## src/dscc_pkg.sv

```systemverilog
`default_nettype none
package dscc_pkg;

  localparam int OP_W    = 16;
  localparam int PARAM_W = 16;
  localparam int PARAM_N = 10;
  localparam int STEP_W  = 32;
  localparam int MAG_W   = 24;
  localparam int CODE_W  = 5;
  localparam int CHAN_N  = 2;
  localparam int SW_N    = 5;
  localparam int LASTOP_W = 4;

  // operation codes
  localparam logic signed [OP_W-1:0] OP_ESTOP     = 16'sh0000;
  localparam logic signed [OP_W-1:0] OP_DSTOP     = 16'sh0001;
  localparam logic signed [OP_W-1:0] OP_JOG       = 16'sh0002;
  localparam logic signed [OP_W-1:0] OP_RAMP      = 16'sh0003;
  localparam logic signed [OP_W-1:0] OP_CONST     = 16'sh0004;
  localparam logic signed [OP_W-1:0] OP_TO_INNER  = 16'sh0005;
  localparam logic signed [OP_W-1:0] OP_TO_END    = 16'sh0006;
  localparam logic signed [OP_W-1:0] OP_HOME      = 16'sh0007;
  localparam logic signed [OP_W-1:0] OP_STATUS    = 16'sh0008;
  localparam logic signed [OP_W-1:0] OP_ENCODER   = 16'sh0009;
  localparam logic signed [OP_W-1:0] OP_DIVIDER   = 16'sh000A;
  localparam logic signed [OP_W-1:0] OP_IRQ       = 16'sh000B;
  localparam logic signed [OP_W-1:0] OP_INIT      = 16'sh000C;

  // result codes
  localparam logic [CODE_W-1:0] RES_OK         = 5'h00;
  localparam logic [CODE_W-1:0] RES_BUSY       = 5'h01;
  localparam logic [CODE_W-1:0] RES_NOINIT_A   = 5'h02;
  localparam logic [CODE_W-1:0] RES_NOINIT_B   = 5'h03;
  localparam logic [CODE_W-1:0] RES_BAD_OP     = 5'h04;
  localparam logic [CODE_W-1:0] RES_HW_ERR     = 5'h05;
  localparam logic [CODE_W-1:0] RES_STEP_RANGE = 5'h06;
  localparam logic [CODE_W-1:0] RES_STANDSTILL = 5'h07;
  localparam logic [CODE_W-1:0] RES_UNUSED_LO  = 5'h08;
  localparam logic [CODE_W-1:0] RES_UNUSED_HI  = 5'h09;
  localparam logic [CODE_W-1:0] RES_PARAM_BASE = 5'h0A;
  localparam logic [CODE_W-1:0] RES_PARAM_1    = 5'h0B;
  localparam logic [CODE_W-1:0] RES_PARAM_2    = 5'h0C;
  localparam logic [CODE_W-1:0] RES_PARAM_3    = 5'h0D;
  localparam logic [CODE_W-1:0] RES_PARAM_4    = 5'h0E;

  localparam logic signed [STEP_W-1:0]  STEP_LIMIT  = 32'sh00FFFFFF;
  localparam logic signed [PARAM_W-1:0] MIN_PERIOD  = 16'sh0002;
  localparam logic [PARAM_W-1:0]        CHAN_A_SEL  = 16'h0000;
  localparam logic [PARAM_W-1:0]        CHAN_B_SEL  = 16'h0001;
  localparam logic [PARAM_W-1:0]        CFG_RESET   = 16'h0000;

  typedef enum logic [2:0] {MV_JOG, MV_RAMP, MV_CONST, MV_TO_INNER, MV_TO_END, MV_HOME} dscc_move_t;

  typedef struct packed {
    logic signed [OP_W-1:0]            operation_select;
    logic [PARAM_N-1:0][PARAM_W-1:0]   param;
    logic signed [STEP_W-1:0]          signed_step_count;
  } dscc_cmd_t;

  typedef struct packed {
    logic home_switch;
    logic inner_limit_second;
    logic inner_limit_first;
    logic end_travel_limit_second;
    logic end_travel_limit_first;
  } dscc_switch_t;

  typedef struct packed {
    logic [PARAM_W-1:0] start_period;
    logic [PARAM_W-1:0] run_period;
    logic [PARAM_W-1:0] rate_step;
    logic [PARAM_W-1:0] ramp_steps;
  } dscc_cfg_t;

  typedef struct packed {
    logic [SW_N-1:0]          limit_hit;
    logic [MAG_W-1:0]         remaining;
    logic [LASTOP_W-1:0]      last_op;
    logic signed [STEP_W-1:0] position;
  } dscc_status_t;

endpackage
`default_nettype wire

```

## src/dscc_channel.sv

```systemverilog
`timescale 1ns/1ns
`default_nettype none
module dscc_channel (
  input  wire logic                         core_clk,
  input  wire logic                         reset,
  input  wire logic                         start,
  input  wire dscc_pkg::dscc_move_t         move_kind,
  input  wire logic [dscc_pkg::MAG_W-1:0]   steps,
  input  wire logic                         dir_cw,
  input  wire logic                         estop,
  input  wire logic                         dstop,
  input  wire logic                         clear_pos,
  input  wire dscc_pkg::dscc_cfg_t          cfg,
  input  wire dscc_pkg::dscc_switch_t       sw,
  output logic                              busy,
  output logic                              step_out,
  output logic                              dir_out,
  output logic [dscc_pkg::SW_N-1:0]         limit_hit,
  output logic [dscc_pkg::MAG_W-1:0]        remaining,
  output logic signed [dscc_pkg::STEP_W-1:0] position
);
  import dscc_pkg::*;

  logic [PARAM_W-1:0] period_reg;
  logic [PARAM_W-1:0] timer_reg;
  logic [PARAM_W-1:0] accel_reg;
  logic               decel_reg;
  dscc_move_t         kind_reg;
  logic [PARAM_W-1:0] period_next;
  logic [PARAM_W:0]   slower;
  logic               end_hit, inner_hit, tick, counted, target_hit, hard_stop, halt, step_ok, speed_up;

  assign end_hit    = sw.end_travel_limit_first | sw.end_travel_limit_second;
  assign inner_hit  = sw.inner_limit_first | sw.inner_limit_second;
  assign tick       = busy && (timer_reg == '0);
  assign counted    = (kind_reg == MV_JOG) || (kind_reg == MV_RAMP) || (kind_reg == MV_CONST);
  assign target_hit = ((kind_reg == MV_HOME) && sw.home_switch) || ((kind_reg == MV_TO_INNER) && inner_hit);
  assign hard_stop  = busy && (estop || end_hit || target_hit);
  assign step_ok    = tick && !hard_stop;
  assign halt       = hard_stop || (step_ok && counted && remaining == 24'h000001) ||
                      (step_ok && decel_reg && period_reg >= cfg.start_period);
  assign slower     = {1'b0, period_reg} + {1'b0, cfg.rate_step};
  assign speed_up   = (kind_reg == MV_RAMP) && (accel_reg < cfg.ramp_steps) && (period_reg > cfg.run_period);

  // slow start, ramp up, ramp down before end
  always_comb begin
    period_next = period_reg;
    if (decel_reg || ((kind_reg == MV_RAMP) && (remaining <= {8'h00, accel_reg}))) begin
      period_next = (slower > {1'b0, cfg.start_period}) ? cfg.start_period : slower[PARAM_W-1:0];
    end else if (speed_up) begin
      period_next = (period_reg - cfg.run_period > cfg.rate_step) ? period_reg - cfg.rate_step : cfg.run_period;
    end
  end

  always_ff @(posedge core_clk) begin
    if (reset) begin
      busy <= 1'b0;
    end else if (start && !busy) begin
      busy <= 1'b1;
    end else if (halt) begin
      busy <= 1'b0;
    end
  end

  always_ff @(posedge core_clk) begin
    if (reset) begin
      period_reg <= '0;
      timer_reg  <= '0;
      accel_reg  <= '0;
      decel_reg  <= 1'b0;
      kind_reg   <= MV_JOG;
      dir_out    <= 1'b0;
    end else if (start && !busy) begin
      kind_reg   <= move_kind;
      dir_out    <= dir_cw;
      period_reg <= (move_kind == MV_TO_END) ? cfg.run_period : cfg.start_period;
      timer_reg  <= (move_kind == MV_TO_END) ? cfg.run_period - 16'h0001 : cfg.start_period - 16'h0001;
      accel_reg  <= '0;
      decel_reg  <= 1'b0;
    end else if (busy) begin
      if (dstop || (inner_hit && (kind_reg == MV_RAMP || kind_reg == MV_CONST))) begin
        decel_reg <= 1'b1;
      end
      if (tick) begin
        period_reg <= period_next;
        timer_reg  <= period_next - 16'h0001;
        if (speed_up && !decel_reg) begin
          accel_reg <= accel_reg + 16'h0001;
        end
      end else begin
        timer_reg <= timer_reg - 16'h0001;
      end
    end
  end

  always_ff @(posedge core_clk) begin
    if (reset) begin
      step_out  <= 1'b0;
      remaining <= '0;
      position  <= '0;
      limit_hit <= '0;
    end else begin
      step_out <= step_ok;
      if (clear_pos || (busy && kind_reg == MV_HOME && sw.home_switch)) begin
        position <= '0;
      end else if (step_ok) begin
        position <= dir_out ? position + 32'sh00000001 : position - 32'sh00000001;
      end
      if (start && !busy) begin
        remaining <= steps;
        limit_hit <= '0;
      end else begin
        if (step_ok && counted && remaining != '0) begin
          remaining <= remaining - 24'h000001;
        end
        if (busy) begin
          limit_hit <= limit_hit | sw;
        end
      end
    end
  end

  chk_estop_halts: assert property (@(posedge core_clk) disable iff (reset)
    busy && estop |=> !busy && !step_out) else $error("emergency stop did not halt pulses");
  chk_end_limit_stop: assert property (@(posedge core_clk) disable iff (reset)
    busy && end_hit |=> !busy ##1 !step_out) else $error("end limit did not stop motor");
  chk_home_zero: assert property (@(posedge core_clk) disable iff (reset)
    busy && kind_reg == MV_HOME && sw.home_switch |=> position == 32'sh00000000 && !busy)
    else $error("home switch did not zero position");
  chk_dir_latched: assert property (@(posedge core_clk) disable iff (reset)
    start && !busy |=> dir_out == $past(dir_cw) && busy) else $error("direction not taken from sign");

endmodule // dscc_channel
`default_nettype wire

```

## config.mk

```make
export PLATFORM = sky130hd
export DESIGN_NAME = dscc_channel
export DESIGN_NICKNAME = d
export VERILOG_FILES = /design/src/dscc_pkg.sv /design/src/dscc_channel.sv
export SDC_FILE = /design/constraint.sdc
export NUM_CORES = 1
export LEC_CHECK = 0
export BUFFER_PORTS_ARGS = -buffer_cell sky130_fd_sc_hd__buf_4
export CORE_UTILIZATION = 35
export DETAILED_ROUTE_END_ITERATION = 8
export GPL_TIMING_DRIVEN = 1
export PLACE_DENSITY = 0.57
export SLEW_MARGIN = 5
export SYNTH_ARGS = -nofsm -noshare
export SYNTH_HDL_FRONTEND = slang
export SYNTH_SLANG_ARGS = --single-unit
export TNS_END_PERCENT = 1
```

## constraint.sdc

```tcl
create_clock -name core_clk -period 16.3 [get_ports core_clk]
set_input_delay 0 -clock core_clk [delete_from_list [all_inputs] [get_ports core_clk]]
set_output_delay 0 -clock core_clk [all_outputs]
set_load 0.02 [all_outputs]
```

== Yosys cells after proc, flatten, opt, wreduce, memory -nomap -nowiden ==
Cells that the tools add are included.
Word-level totals
  flip-flop bits (word level): 116
  latch bits: 0
  bits in writable memories: 0
  memory bits (read-only): 0
  input bits: 103
  output and inout bits: 64
  word-level logic and storage cells: 98
  memories: 0
Cells by class
  $add $sub $neg: 11
  $mul: 0
  div/mod/pow operators: 0
  $lt $le $gt $ge: 6
  equality and inequality tests: 6
  shift operators: 0
  mux-type cells: 17
  bitwise operators: 3
  reduce and logical (&&, ||, !) cells: 44
Operator list (number)
  2-to-1 mux 16 bit: 12
  subtractor 16 x 1 -> 16 bit, second input constant: 4
  2-to-1 mux 24 bit: 2
  adder 32 x 2 -> 32 bit, second input constant: 1
  greater-than comparator 16 bit: 2
  2-to-1 mux 32 bit: 1
  subtractor 16 bit: 2
  subtractor 32 x 2 -> 32 bit, second input constant: 1
  == test 24 x 1 -> 1 bit, second input constant: 1
  less-or-equal comparator 24 x 16 -> 1 bit: 1
  nonzero test 24 bit: 1
  subtractor 24 x 1 -> 24 bit, second input constant: 1
  logical AND 1 bit: 18
  adder 16 x 16 -> 17 bit: 1
  greater-than comparator 17 x 16 -> 1 bit: 1
  adder 16 x 1 -> 16 bit, second input constant: 1
  >= comparator 16 bit: 1
  zero test 16 bit: 1
  < comparator 16 bit: 1
  logical OR 1 bit: 11
  nonzero test 2 bit: 4
  == test 3 x 2 -> 1 bit, second input constant: 2
  == test 3 bit, second input constant: 2
  OR 5 bit: 1
  other kinds (8): 14

== Longest topological paths before layout ==
Gate-level depths: netlist (run 1).
  word-level depth: 13
  depth in mapped cells: 31

== Worst setup path before layout (run 1) ==
No wires, ideal clock.
  path kind: flip-flop to flip-flop
  from: register period_reg[1]
  to: register timer_reg[10]
  library setup time: 86 ps
  arrival time: 5767 ps
  required time: 16214 ps
  setup slack: 10448 ps
  cell stages (with the launch flop): 31
  period minus slack after synthesis: 5852 ps
  path through: dfxtp_1 ha_1 nor2b_1 o21ai_0 a21boi_0 o21ai_0 a21boi_0 o21ai_0 a21boi_0 o21ai_0 a21oi_1 a21oi_1 o21ai_0 a21oi_1 xnor2_1 ha_1 nand3_1 nor4_1 o21ai_0 a31oi_1 mux2_2 nand3_1 a21oi_1 a211o_1 a21oi_1 ha_1 nand4_2 nor3_2 nor2b_1 xor2_1 a211oi_1
Between the ends
  longest elaborated chain between the ends: 9
  elaborated cells between the ends (all ways): 15
Ends and longest elaborated chain
  start: declaration: RTL line dscc_channel.sv:24  | logic [PARAM_W-1:0] period_reg;
  start signal: assignment: RTL line dscc_channel.sv:76  | period_reg <= (move_kind == MV_TO_END) ? cfg.run_period : cfg.start_period;
  start signal: assignment: RTL line dscc_channel.sv:85  | period_reg <= period_next;
  subtractor 16 bit: RTL line dscc_channel.sv:51  | period_next = (period_reg - cfg.run_period > cfg.rate_step) ? period_reg - cfg.rate_step : cfg.run_period;
  greater-than comparator 16 bit: RTL line dscc_channel.sv:51
  2-to-1 mux 16 bit: RTL line dscc_channel.sv:51
  2-to-1 mux 16 bit: RTL line dscc_channel.sv:50  | end else if (speed_up) begin
  2-to-1 mux 16 bit *: RTL line dscc_channel.sv:48  | if (decel_reg || ((kind_reg == MV_RAMP) && (remaining <= {8'h00, accel_reg}))) begin
  subtractor 16 x 1 -> 16 bit *: RTL line dscc_channel.sv:86  | timer_reg <= period_next - 16'h0001;
  2-to-1 mux 16 bit *: RTL line dscc_channel.sv:84  | if (tick) begin
  2-to-1 mux 16 bit *: RTL line dscc_channel.sv:80  | end else if (busy) begin
  2-to-1 mux 16 bit *: RTL line dscc_channel.sv:73  | end else if (start && !busy) begin
  end signal: assignment: RTL line dscc_channel.sv:77  | timer_reg <= (move_kind == MV_TO_END) ? cfg.run_period - 16'h0001 : cfg.start_period - 16'h0001;
  end signal: assignment: RTL line dscc_channel.sv:86
  end signal: assignment: RTL line dscc_channel.sv:91  | timer_reg <= timer_reg - 16'h0001;
  end: declaration: RTL line dscc_channel.sv:25  | logic [PARAM_W-1:0] timer_reg;
Every way passes the cells marked *; elsewhere a longest branch is shown, timed or not. The select of a mux whose other input is x is not followed.
A chain may end at the register's enable or synchronous reset.

== Worst setup path after layout (run 1) ==
Ends and elaborated chain as after synthesis.

==> summary.md, run 1 <==
| Metric | Value |
|---|---|
| Ys async rst share | 0 |
| CTS tree | yes |
| I/O pins | 167 |
| Max FFs per register | 32 |
| Die ar. | 34,800 sq um |
| Combinational Power Share | 0.350 |
| Most frequent cells in the layout | 179 x buf_4, 168 x a21oi_1, 164 x nor2_1 |
| Post-synth cell types | 89 |
| Diode count | 0 |
| Routed wire length | 39,400 microns |
| Initial antenna violation count | 0 |
| Synth Flop Type | dfxtp_1 |
| Largest registers | position (32), remaining (24) |
| Slew headroom | 0.321 |
| Post-route minimum period | 6820 ps |
| Worst skew pair latency | about 420 ps |
| Status | finished clean |
| Pwr Total | between 1 and 1.5 mW |
| Critical Path Sink Type | register |
| Number of gates resized after CTS | 0 |
| Die span in x | 186 microns |
| Worst path top cell family by delay | compound AO/OA/AOI/OAI gates |
| Reg clk slew, reported paths | ~60 ps |
| DRT iter0 DRCs | 747 |
| Startpoint Class | register |
| Commonest non-fill, non-tap cell in the layout | buf_4 |
| Syn Area/Cell | ~7.5 sq um |
| Fin. max-slew vios | 0 |
| Routed len/inst | roughly 18 microns |
| Clk Tree Root Cell | clkbuf_16 |
| Grt ovf | 0 |
| Buf/Inv on CP | 1 |
| Type of the worst min-delay path | input port to register |
| Switching power total | ~0.4 mW |
| RSZ-0062 raised after global routing | false |
| Sequential-to-total area share from yosys stat | 0.195 |
| Synth-to-layout area growth | 22.4% |
| Vias/cell | 5.44 |
| Register share of total power | 0.288 |
| First-pass GRT wire length | ~62,000 microns |
| Net count after synthesis | around 1,900 |
| Switching Share | 0.356 |
| Layout cells sized above 1 | 0.144 |
| Hpwl dp | 30,700 microns |
| Internal | 0.715 mW |
| Pleak | 6.30 nW |
| Layout Nets | around 2,000 |
| Synth Register Bits | ~120 |
| Number of H-tree levels | 4 |
| Clock power frac | 0.363 |
| WP data required | around 17,000 ps |
| Number of clock buffers inserted by TritonCTS | 17 |
| DR DRC count | 0 |
| Crit path max-delay cell type | dfxtp_1 |
| PD cells | approximately 76 nW/um^2 |
| Worst EP arrival | 7140 ps |
| Worst Tran Pin Value | 1020 ps |
| Worst clock skew | roughly 13 ps |
| CP peak stage delay | 410 ps |
| Site Rows | between 60 and 70 |
| Core footprint | between 30,000 and 40,000 sq um |
| Hold slack final | 13.1 ps |
| Final GP Congestion | 0.896 |
| Die Height | about 190 microns |
| Largest net degree at the start of global routing | 71 |
| Initial DRT Pass Iterations | 7 |
| Vias in the first global route | 11,700 |
| Fillers | around 3,400 |
| Final Hold Vio Count | 0 |
| Routed Antenna Nets | 0 |
| Crit Path Class | register to register |
| Peak supply drop | about 67 uV |
| Total track usage | 0.223 |
| Synthesized area | between 10,000 and 15,000 sq um |
| Post-synth EDFFs | 0 |
| Fin crit share | 0.419 |
| Routed via count | between 10,000 and 15,000 |
| Max Fanout on Critical Path | 26 |
| Final setup viols | 0 |
| Clock buffer depth | 2 |
| Synth warn | 0 |
| Crit path top cell by count | o21ai_0 |
| Max cap viols | 0 |
| FF/Latch Area | 2320 sq um |
| IO Port Bufs | 166 |
| Synth area leaders | dfxtp_1 19%, ha_1 17%, a21oi_1 7.1% |
| Post-synth top area cell | dfxtp_1 |
| Initial Util | 0.355 |
| Multi-input logic area | 8970 sq um |
| Register with the highest flop count | position |
| Gate Count Post-Synth | 1,595 |
| Fmax | 0.147 GHz |
| Top cell type's share of synthesized area | 0.195 |
| Final TNS setup | 0 ps |
| TritonCTS Sinks | 116 |
## layout make-up
class	count	share of cell area
Sequential cell	116	0.159
Multi-Input combinational cell	1314	0.615
Clock buffer	18	0.0301
Timing Repair Buffer	215	0.117
Tap cell	448	0.0385
Inverter	107	0.0276
Clock inverter	13	0.0125
## cells in the mapped netlist, types with 16 or more instances
| library cell | number |
|---|---|
| nand4_1 | 26 |
| nor4_1 | 16 |
| xor2_1 | 25 |
| a21oi_1 | 168 |
| nand2_1 | 142 |
| or3_1 | 22 |
| a211oi_1 | 45 |
| nand3_1 | 41 |
| xnor2_1 | 74 |
| nor2b_1 | 25 |
| o21a_1 | 16 |
| ha_1 | 160 |
| a21o_1 | 35 |
| clkbuf_1 | 45 |
| o21ai_0 | 80 |
| dfxtp_1 | 116 |
| nor2_1 | 164 |
| inv_1 | 107 |
| nand2b_1 | 25 |
| nor3_1 | 43 |
## per-layer routing
layer	part of all wire	vias to the layer above	routed length, microns	track usage
li1	-	6132	-	-
met4	0.026	0	1020	0.0741
met5	0	-	0	0
met2	0.45	336	17700	0.360
met3	0.051	55	2000	0.0290
met1	0.48	5619	18700	0.306
## what timing repair did
action                                 in CTS  in global routing
hold buffers                               35                  1
endpoints found under the hold margin      35                  1
buffers inserted                            0                  0
## path summary, 6_finish.rpt
path	end	slack [ps]	cells after the start	startpoint
worst max register to register	timer_reg[10]	9480	31	period_reg[1]
worst max-delay path	timer_reg[10]	9480	31	period_reg[1]
worst min register to register	limit_hit[0]	470	2	limit_hit[0]
worst min-delay path	timer_reg[0]	10	4	start
## stage by stage
step	area, sq um	utilization	cells	worst slack, ps
5_1_grt	14600	0.435	2231	8630
3_3_place_gp	13600	0.405	2164	9600
6_report	14600	0.435	2231	9480
3_5_place_dp	13600	0.405	2164	9510
2_1_floorplan	11900	-	1595	10450
4_1_cts	14600	0.434	2230	9460
## power groups by stage
stage	clock network, mW	logic [mW]	registers (mW)
floorplan	0	0.258	0.323
global placement	0	0.373	0.325
detailed placement	0	0.375	0.325
CTS	0.407	0.384	0.319
global route	0.422	0.429	0.321
finish	0.403	0.388	0.319
## worst register-to-register path: cells and delay by family, from the launching register on
kind                       cells  cell delay, ps
and+or+nand+nor                7            1470
xor gates and xnor gates       2             240
AOI/OAI and AO/OA             17            3020
buffers and inverters          1             340
adders and majority gates      3             880
DFF                            1             410
muxes                          1             380
## cells by family (layout without fill, tap and decap cells)
logic type / count (synthesis) / in the layout / synth area share
AOI/OAI and AO/OA: 471 / 471 / 0.256
xor gates and xnor gates: 99 / 99 / 0.0728
adders and majority gates: 164 / 164 / 0.175
buffers and inverters: 165 / 353 / 0.0537
DFF: 116 / 116 / 0.195
muxes: 12 / 12 / 0.0103
and+or+nand+nor: 568 / 568 / 0.237
Note: power is estimated with default switching activity, not from simulation.
==> inputs of run 2 (changes only) <==
==> constraint.sdc (replaced) <==
create_clock -name core_clk -period 7.1 [get_ports core_clk]
set_input_delay 0 -clock core_clk [delete_from_list [all_inputs] [get_ports core_clk]]
set_output_delay 0 -clock core_clk [all_outputs]
set_load 0.02 [all_outputs]
==> run 2 against run 1 <==
  * Via count rose by 1.4%
  * Cell area rose by 0.83%
  * Cell count barely moved
  * Flip-flop and latch count did not move
  * Clock power rose to 2.6 times the previous value
  * First-iteration DRC count rose by 2.9%
  * Global-route usage rose by 0.56 points
  * Fmax rose by 8.4%
  * Combinational power rose by 130%
  * Hold slack improved by 6.6 ps
  * Critical endpoint unchanged
==> summary.md, run 2 (same netlist as run 1, synthesis figures left out) <==
| Metric | Value |
|---|---|
| Buf/Inv on CP | 1 |
| Clock power frac | 0.390 |
| Layout cells sized above 1 | 0.146 |
| Crit Path Class | register to register |
| Fin crit share | 0.886 |
| First-pass GRT wire length | 64,000 microns |
| WP data required | 7370 ps |
| Diode count | 0 |
| Vias in the first global route | 12,000 |
| Grt ovf | 0 |
| RSZ-0062 raised after global routing | false |
| Routed len/inst | 18.0 microns |
| Internal | between 1.5 and 2 mW |
| Initial Util | 0.355 |
| Reg clk slew, reported paths | 60 ps |
| Final TNS setup | 0 ps |
| Reg-to-reg slack, setup | 810 ps |
| Hpwl dp | about 31,000 microns |
| Core footprint | 33,500 sq um |
| Final Hold Vio Count | 0 |
| Fin. max-slew vios | 0 |
| Most frequent cells in the layout | 179 x buf_4, 167 x a21oi_1, 164 x nor2_1 |
| Largest registers | position (32), remaining (24) |
| Total track usage | 0.229 |
| Max Fanout on Critical Path | 6 |
| DRT iter0 DRCs | 769 |
| Initial antenna violation count | 0 |
| Register with the highest flop count | position |
| Routed via count | 12,300 |
| CTS tree | yes |
| Initial DRT Pass Iterations | 8 |
| Peak supply drop | 151 uV |
| Largest net degree at the start of global routing | 71 |
| Min setup slack post-route | 807 ps |
| TritonCTS Sinks | 116 |
| Max FFs per register | 32 |
| Switching Share | 0.343 |
| Worst Tran Pin Value | 1060 ps |
| Die Height | 186 microns |
| Worst clock skew | 10.7 ps |
| Die span in x | 186 microns |
| Startpoint Class | register |
| Post-route minimum period | 6290 ps |
| Slew headroom | 0.288 |
| Status | finished clean |
| Vias/cell | around 5.5 |
| Commonest non-fill, non-tap cell in the layout | buf_4 |
| Post-Place Setup Slack | slightly above 400 ps |
| Max cap viols | 0 |
| Type of the worst min-delay path | input port to register |
| Crit path top cell by count | o21ai_0 |
| Pleak | 6.36 nW |
| Site Rows | between 60 and 70 |
| Worst path top cell family by delay | compound AO/OA/AOI/OAI gates |
| Switching power total | about 0.92 mW |
| Routed wire length | 40,100 microns |
| Pwr Total | 2.69 mW |
| Layout Nets | 2,039 |
| Number of clock buffers inserted by TritonCTS | 17 |
| Clk Tree Root Cell | clkbuf_16 |
| Clock buffer depth | 2 |
| I/O pins | roughly 170 |
| Worst skew pair latency | between 400 and 500 ps |
| DR DRC count | 0 |
| Design area | 14,700 sq um |
| DP Area | 13,600 sq um |
| PD cells | 183 nW/um^2 |
| Final setup viols | 0 |
| Synth-to-layout area growth | 23.4% |
| Final GP Congestion | 0.902 |
| Routed Antenna Nets | 0 |
| Fmax | approximately 0.16 GHz |
| Crit path max-delay cell type | dfxtp_1 |
| Worst EP arrival | between 6000 and 7000 ps |
| Register share of total power | 0.273 |
| Number of H-tree levels | 4 |
| CP peak stage delay | around 400 ps |
| Die ar. | about 35,000 sq um |
| Critical Path Sink Type | register |
| Hold slack final | 19.7 ps |
| IO Port Bufs | 166 |
| Combinational Power Share | 0.337 |
-- run 2: cell count changes in the layout (fill, tap and decap cells not counted), sizes merged --
cell,previous run,this run
dlygate4sd3,36,37
bufinv,4,7
inv,108,107
clkbuf,18,19
clkinvlp,4,2
-- run 2: timing repair --
item,CTS,global route
gates resized for setup,0,7
hold endpoints to repair,37,0
endpoints found under the setup margin,0,8
setup buffers,0,0
hold buffers,37,0
-- run 2: worst paths after layout --
| path | from | endpoint | depth (start not counted) |
|---|---|---|---|
| worst max register to register | period_reg[0] | timer_reg[10] | 31 |
| worst max-delay path | period_reg[0] | timer_reg[10] | 31 |
| worst min-delay path | cfg[48] | period_reg[0] | 4 |
| worst min register to register | limit_hit[0] | limit_hit[0] | 2 |
-- run 2: power groups by stage --
stage | Sequential (mW) | Clock, mW | Combinational, mW
6_report | 0.734 | 1.05 | 0.905
2_1_floorplan | 0.743 | 0 | 0.593
5_1_grt | 0.738 | 1.09 | 1.00
3_3_place_gp | 0.746 | 0 | 0.860
3_5_place_dp | 0.747 | 0 | 0.867
4_1_cts | 0.733 | 1.06 | 0.890
-- run 2: per-layer routing --
| metal | global-route usage | part of all wire | vias up |
|---|---|---|---|
| met2 | 0.375 | 0.45 | 383 |
| met4 | 0.0782 | 0.028 | 0 |
| met3 | 0.0361 | 0.057 | 62 |
| li1 | - | - | 6131 |
| met5 | 0 | 0 | - |
| met1 | 0.305 | 0.47 | 5735 |
-- run 2: worst register-to-register path, delay by kind of cell, from the launching register on --
kind	cells	cell delay [ps]
and+or+nand+nor	7	1430
adders and majority gates	3	740
AOI/OAI and AO/OA	17	2790
xor gates and xnor gates	2	290
muxes	1	370
buffers and inverters	1	110
DFF	1	400
-- run 2: final cells by class --
class                           instances  area [sq um]
Tap cell                              448           561
Fill cell                            3395         18800
Inverter                              107           402
Clock inverter                         13           253
Clock buffer                           19           453
Multi-Input combinational cell       1314          8990
Sequential cell                       116          2320
Timing Repair Buffer                  216          1710
-- run 2: through the flow --
step           instances   util
2_1_floorplan       1595      -
3_3_place_gp        2164  0.405
3_5_place_dp        2164  0.405
4_1_cts             2233  0.438
5_1_grt             2233  0.438
6_report            2233  0.438
==> inputs of run 3 (changes only) <==
--- a/config.mk
+++ b/config.mk
@@ -5,11 +5,12 @@
 export SDC_FILE = /design/constraint.sdc
 export NUM_CORES = 1
 export LEC_CHECK = 0
-export BUFFER_PORTS_ARGS = -buffer_cell sky130_fd_sc_hd__buf_4
+export BUFFER_PORTS_ARGS = -buffer_cell sky130_fd_sc_hd__clkbuf_2
+export CAP_MARGIN = 20
 export CORE_UTILIZATION = 35
 export DETAILED_ROUTE_END_ITERATION = 8
 export GPL_TIMING_DRIVEN = 1
-export PLACE_DENSITY = 0.57
+export PLACE_DENSITY = 0.52
 export SLEW_MARGIN = 5
 export SYNTH_ARGS = -nofsm -noshare
 export SYNTH_HDL_FRONTEND = slang
==> run 3 against run 2 <==
  * Cell area down 3.5%
  * Highest routed layer unchanged
  * Sequential power about the same
  * Hold slack better by 12 ps
  * Critical path depth stayed put
  * Critical endpoint unchanged
  * First-iteration DRC count grew 8.8%
  * Fmax decreased by 1.2%
==> summary.md, run 3 (same netlist as run 1, synthesis figures left out) <==
| Metric | Value |
|---|---|
| Combinational Power Share | 0.352 |
| Initial DRT Pass Iterations | 6 |
| Fmax | 0.157 GHz |
| Type of the worst min-delay path | input port to register |
| Min setup slack post-route | approximately 730 ps |
| Layout Nets | 2,042 |
| Utilization after layout | 0.423 |
| RSZ-0062 raised after global routing | false |
| Post-route minimum period | 6370 ps |
| Hpwl dp | 31,100 microns |
| Pwr Total | 2.50 mW |
| Crit path max-delay cell type | dfxtp_1 |
| Routed wire length | 39,700 microns |
| Final TNS setup | 0 ps |
| Synth-to-layout area growth | 19.0% |
| Die Height | 186 microns |
| CTS tree | yes |
| Die ar. | 34,800 sq um |
| Peak supply drop | 116 uV |
| Buf/Inv on CP | 1 |
| Routed Antenna Nets | 0 |
| Vias/cell | 5.48 |
| Status | finished clean |
| Worst path top cell family by delay | compound AO/OA/AOI/OAI gates |
| Fin crit share | 0.897 |
| Commonest non-fill, non-tap cell in the layout | a21oi_1 |
| Worst Tran Pin Value | roughly 1000 ps |
| Startpoint Class | register |
| Final setup viols | 0 |
| Internal | 1.60 mW |
| Final Hold Vio Count | 0 |
| Crit Path Class | register to register |
| Max cap viols | 0 |
| Crit path top cell by count | o21ai_0 |
| Clock power frac | 0.355 |
| Reg clk slew, reported paths | 60 ps |
| Routed len/inst | 17.8 microns |
| IO Port Bufs | roughly 170 |
| WP data required | 7370 ps |
| Routed via count | 12,300 |
| Layout cells sized above 1 | 0.145 |
| Die span in x | roughly 190 microns |
| Post-CTS setup repair buffer count | 0 |
| I/O pins | 167 |
| Max Fanout on Critical Path | 4 |
| Site Rows | 67 |
| PD cells | 176 nW/um^2 |
| Most frequent cells in the layout | 167 x a21oi_1, 166 x clkbuf_2, 164 x nor2_1 |
| Fin. max-slew vios | 0 |
| First-pass GRT wire length | 63,200 microns |
| CP peak stage delay | roughly 430 ps |
| Number of H-tree levels | 4 |
| Initial Util | 0.355 |
| Largest net degree at the start of global routing | 67 |
| Largest registers | position (32), remaining (24) |
| Max FFs per register | 32 |
| Slew headroom | 0.327 |
| Clock buffer depth | 2 |
| Clk Tree Root Cell | clkbuf_16 |
| Worst skew pair latency | 430 ps |
| Register share of total power | 0.293 |
| Core footprint | ~34,000 sq um |
| Post-Place Setup Slack | 493 ps |
| Switching Share | 0.360 |
| Worst EP arrival | 6640 ps |
| Diode count | 0 |
| TritonCTS Sinks | between 100 and 150 |
| Switching power total | 0.899 mW |
| Initial antenna violation count | 0 |
| Vias in the first global route | 11,700 |
| Final GP Congestion | 0.918 |
| DRT iter0 DRCs | 837 |
| Grt ovf | 0 |
| Number of clock buffers inserted by TritonCTS | 17 |
| Worst clock skew | ~11 ps |
| Pleak | 6.20 nW |
| Register with the highest flop count | position |
| DR DRC count | 0 |
| Critical Path Sink Type | register |
| Total track usage | 0.227 |
-- run 3: cell types whose count changed in the layout (fill, tap and decap cells not counted) --
cell / change
clkinv_2: +3
a21boi_0: +1
a21boi_1: -1
nor4_1: +1
bufinv_16: -4
dlygate4sd3_1: -1
clkbuf_2: +166
buf_4: -163
a31oi_2: +1
buf_6: +1
a31oi_4: -1
nor4_2: -1
clkbuf_1: +3
clkinv_4: -2
-- run 3: through the flow --
stage          std cells  hold slack [ps]  cell area, sq um
6_report            2236             32.1             14200
3_5_place_dp        2168              239             13200
5_1_grt             2236             51.8             14200
3_3_place_gp        2168              228             13200
4_1_cts             2236             16.5             14200
2_1_floorplan       1595              136             11900
-- run 3: layout make-up --
cell class,instances,area (sq um)
Tap cell,448,561
Clock buffer,22,464
Fill cell,3494,19400
Clock inverter,10,130
Multi-Input combinational cell,1314,8980
Timing Repair Buffer,219,1320
Inverter,107,402
Sequential cell,116,2320
-- run 3: tightest hold or removal path, delay by kind of cell --
kind                   cells  cell delay, ps
AND/OR/NAND/NOR            3             240
buffers and inverters      1             100
AO/OA/AOI/OAI              1              70
-- run 3: final timing paths --
kind                 startpoint            end  slack [ps]  cells past startpoint
setup / recovery  period_reg[0]  timer_reg[10]         730                     31
setup reg to reg  period_reg[0]  timer_reg[10]         730                     31
hold / removal          cfg[51]  period_reg[3]          30                      5
hold reg to reg    limit_hit[1]   limit_hit[1]         470                      2
-- run 3: power groups by stage --
stage,combinational (mW),sequential (mW),clock (mW)
after floorplan,0.593,0.743,0
after CTS,0.871,0.730,0.909
after detailed placement,0.848,0.744,0
after global routing,0.976,0.736,0.938
final,0.880,0.731,0.887
after global placement,0.843,0.744,0
-- run 3: per-layer routing --
layer,share of wire,track usage,up-vias
li1,-,-,6153
met1,0.48,0.308,5741
met2,0.46,0.373,316
met3,0.044,0.0314,53
met4,0.020,0.0618,0
met5,0,0,-
-- run 3: repair_timing --
| item | 4_1_cts | 5_1_grt |
|---|---|---|
| endpoints found under the setup margin | 0 | 7 |
| resized for setup | 0 | 5 |
| hold endpoints to repair | 36 | 0 |
| hold buffers | 36 | 0 |
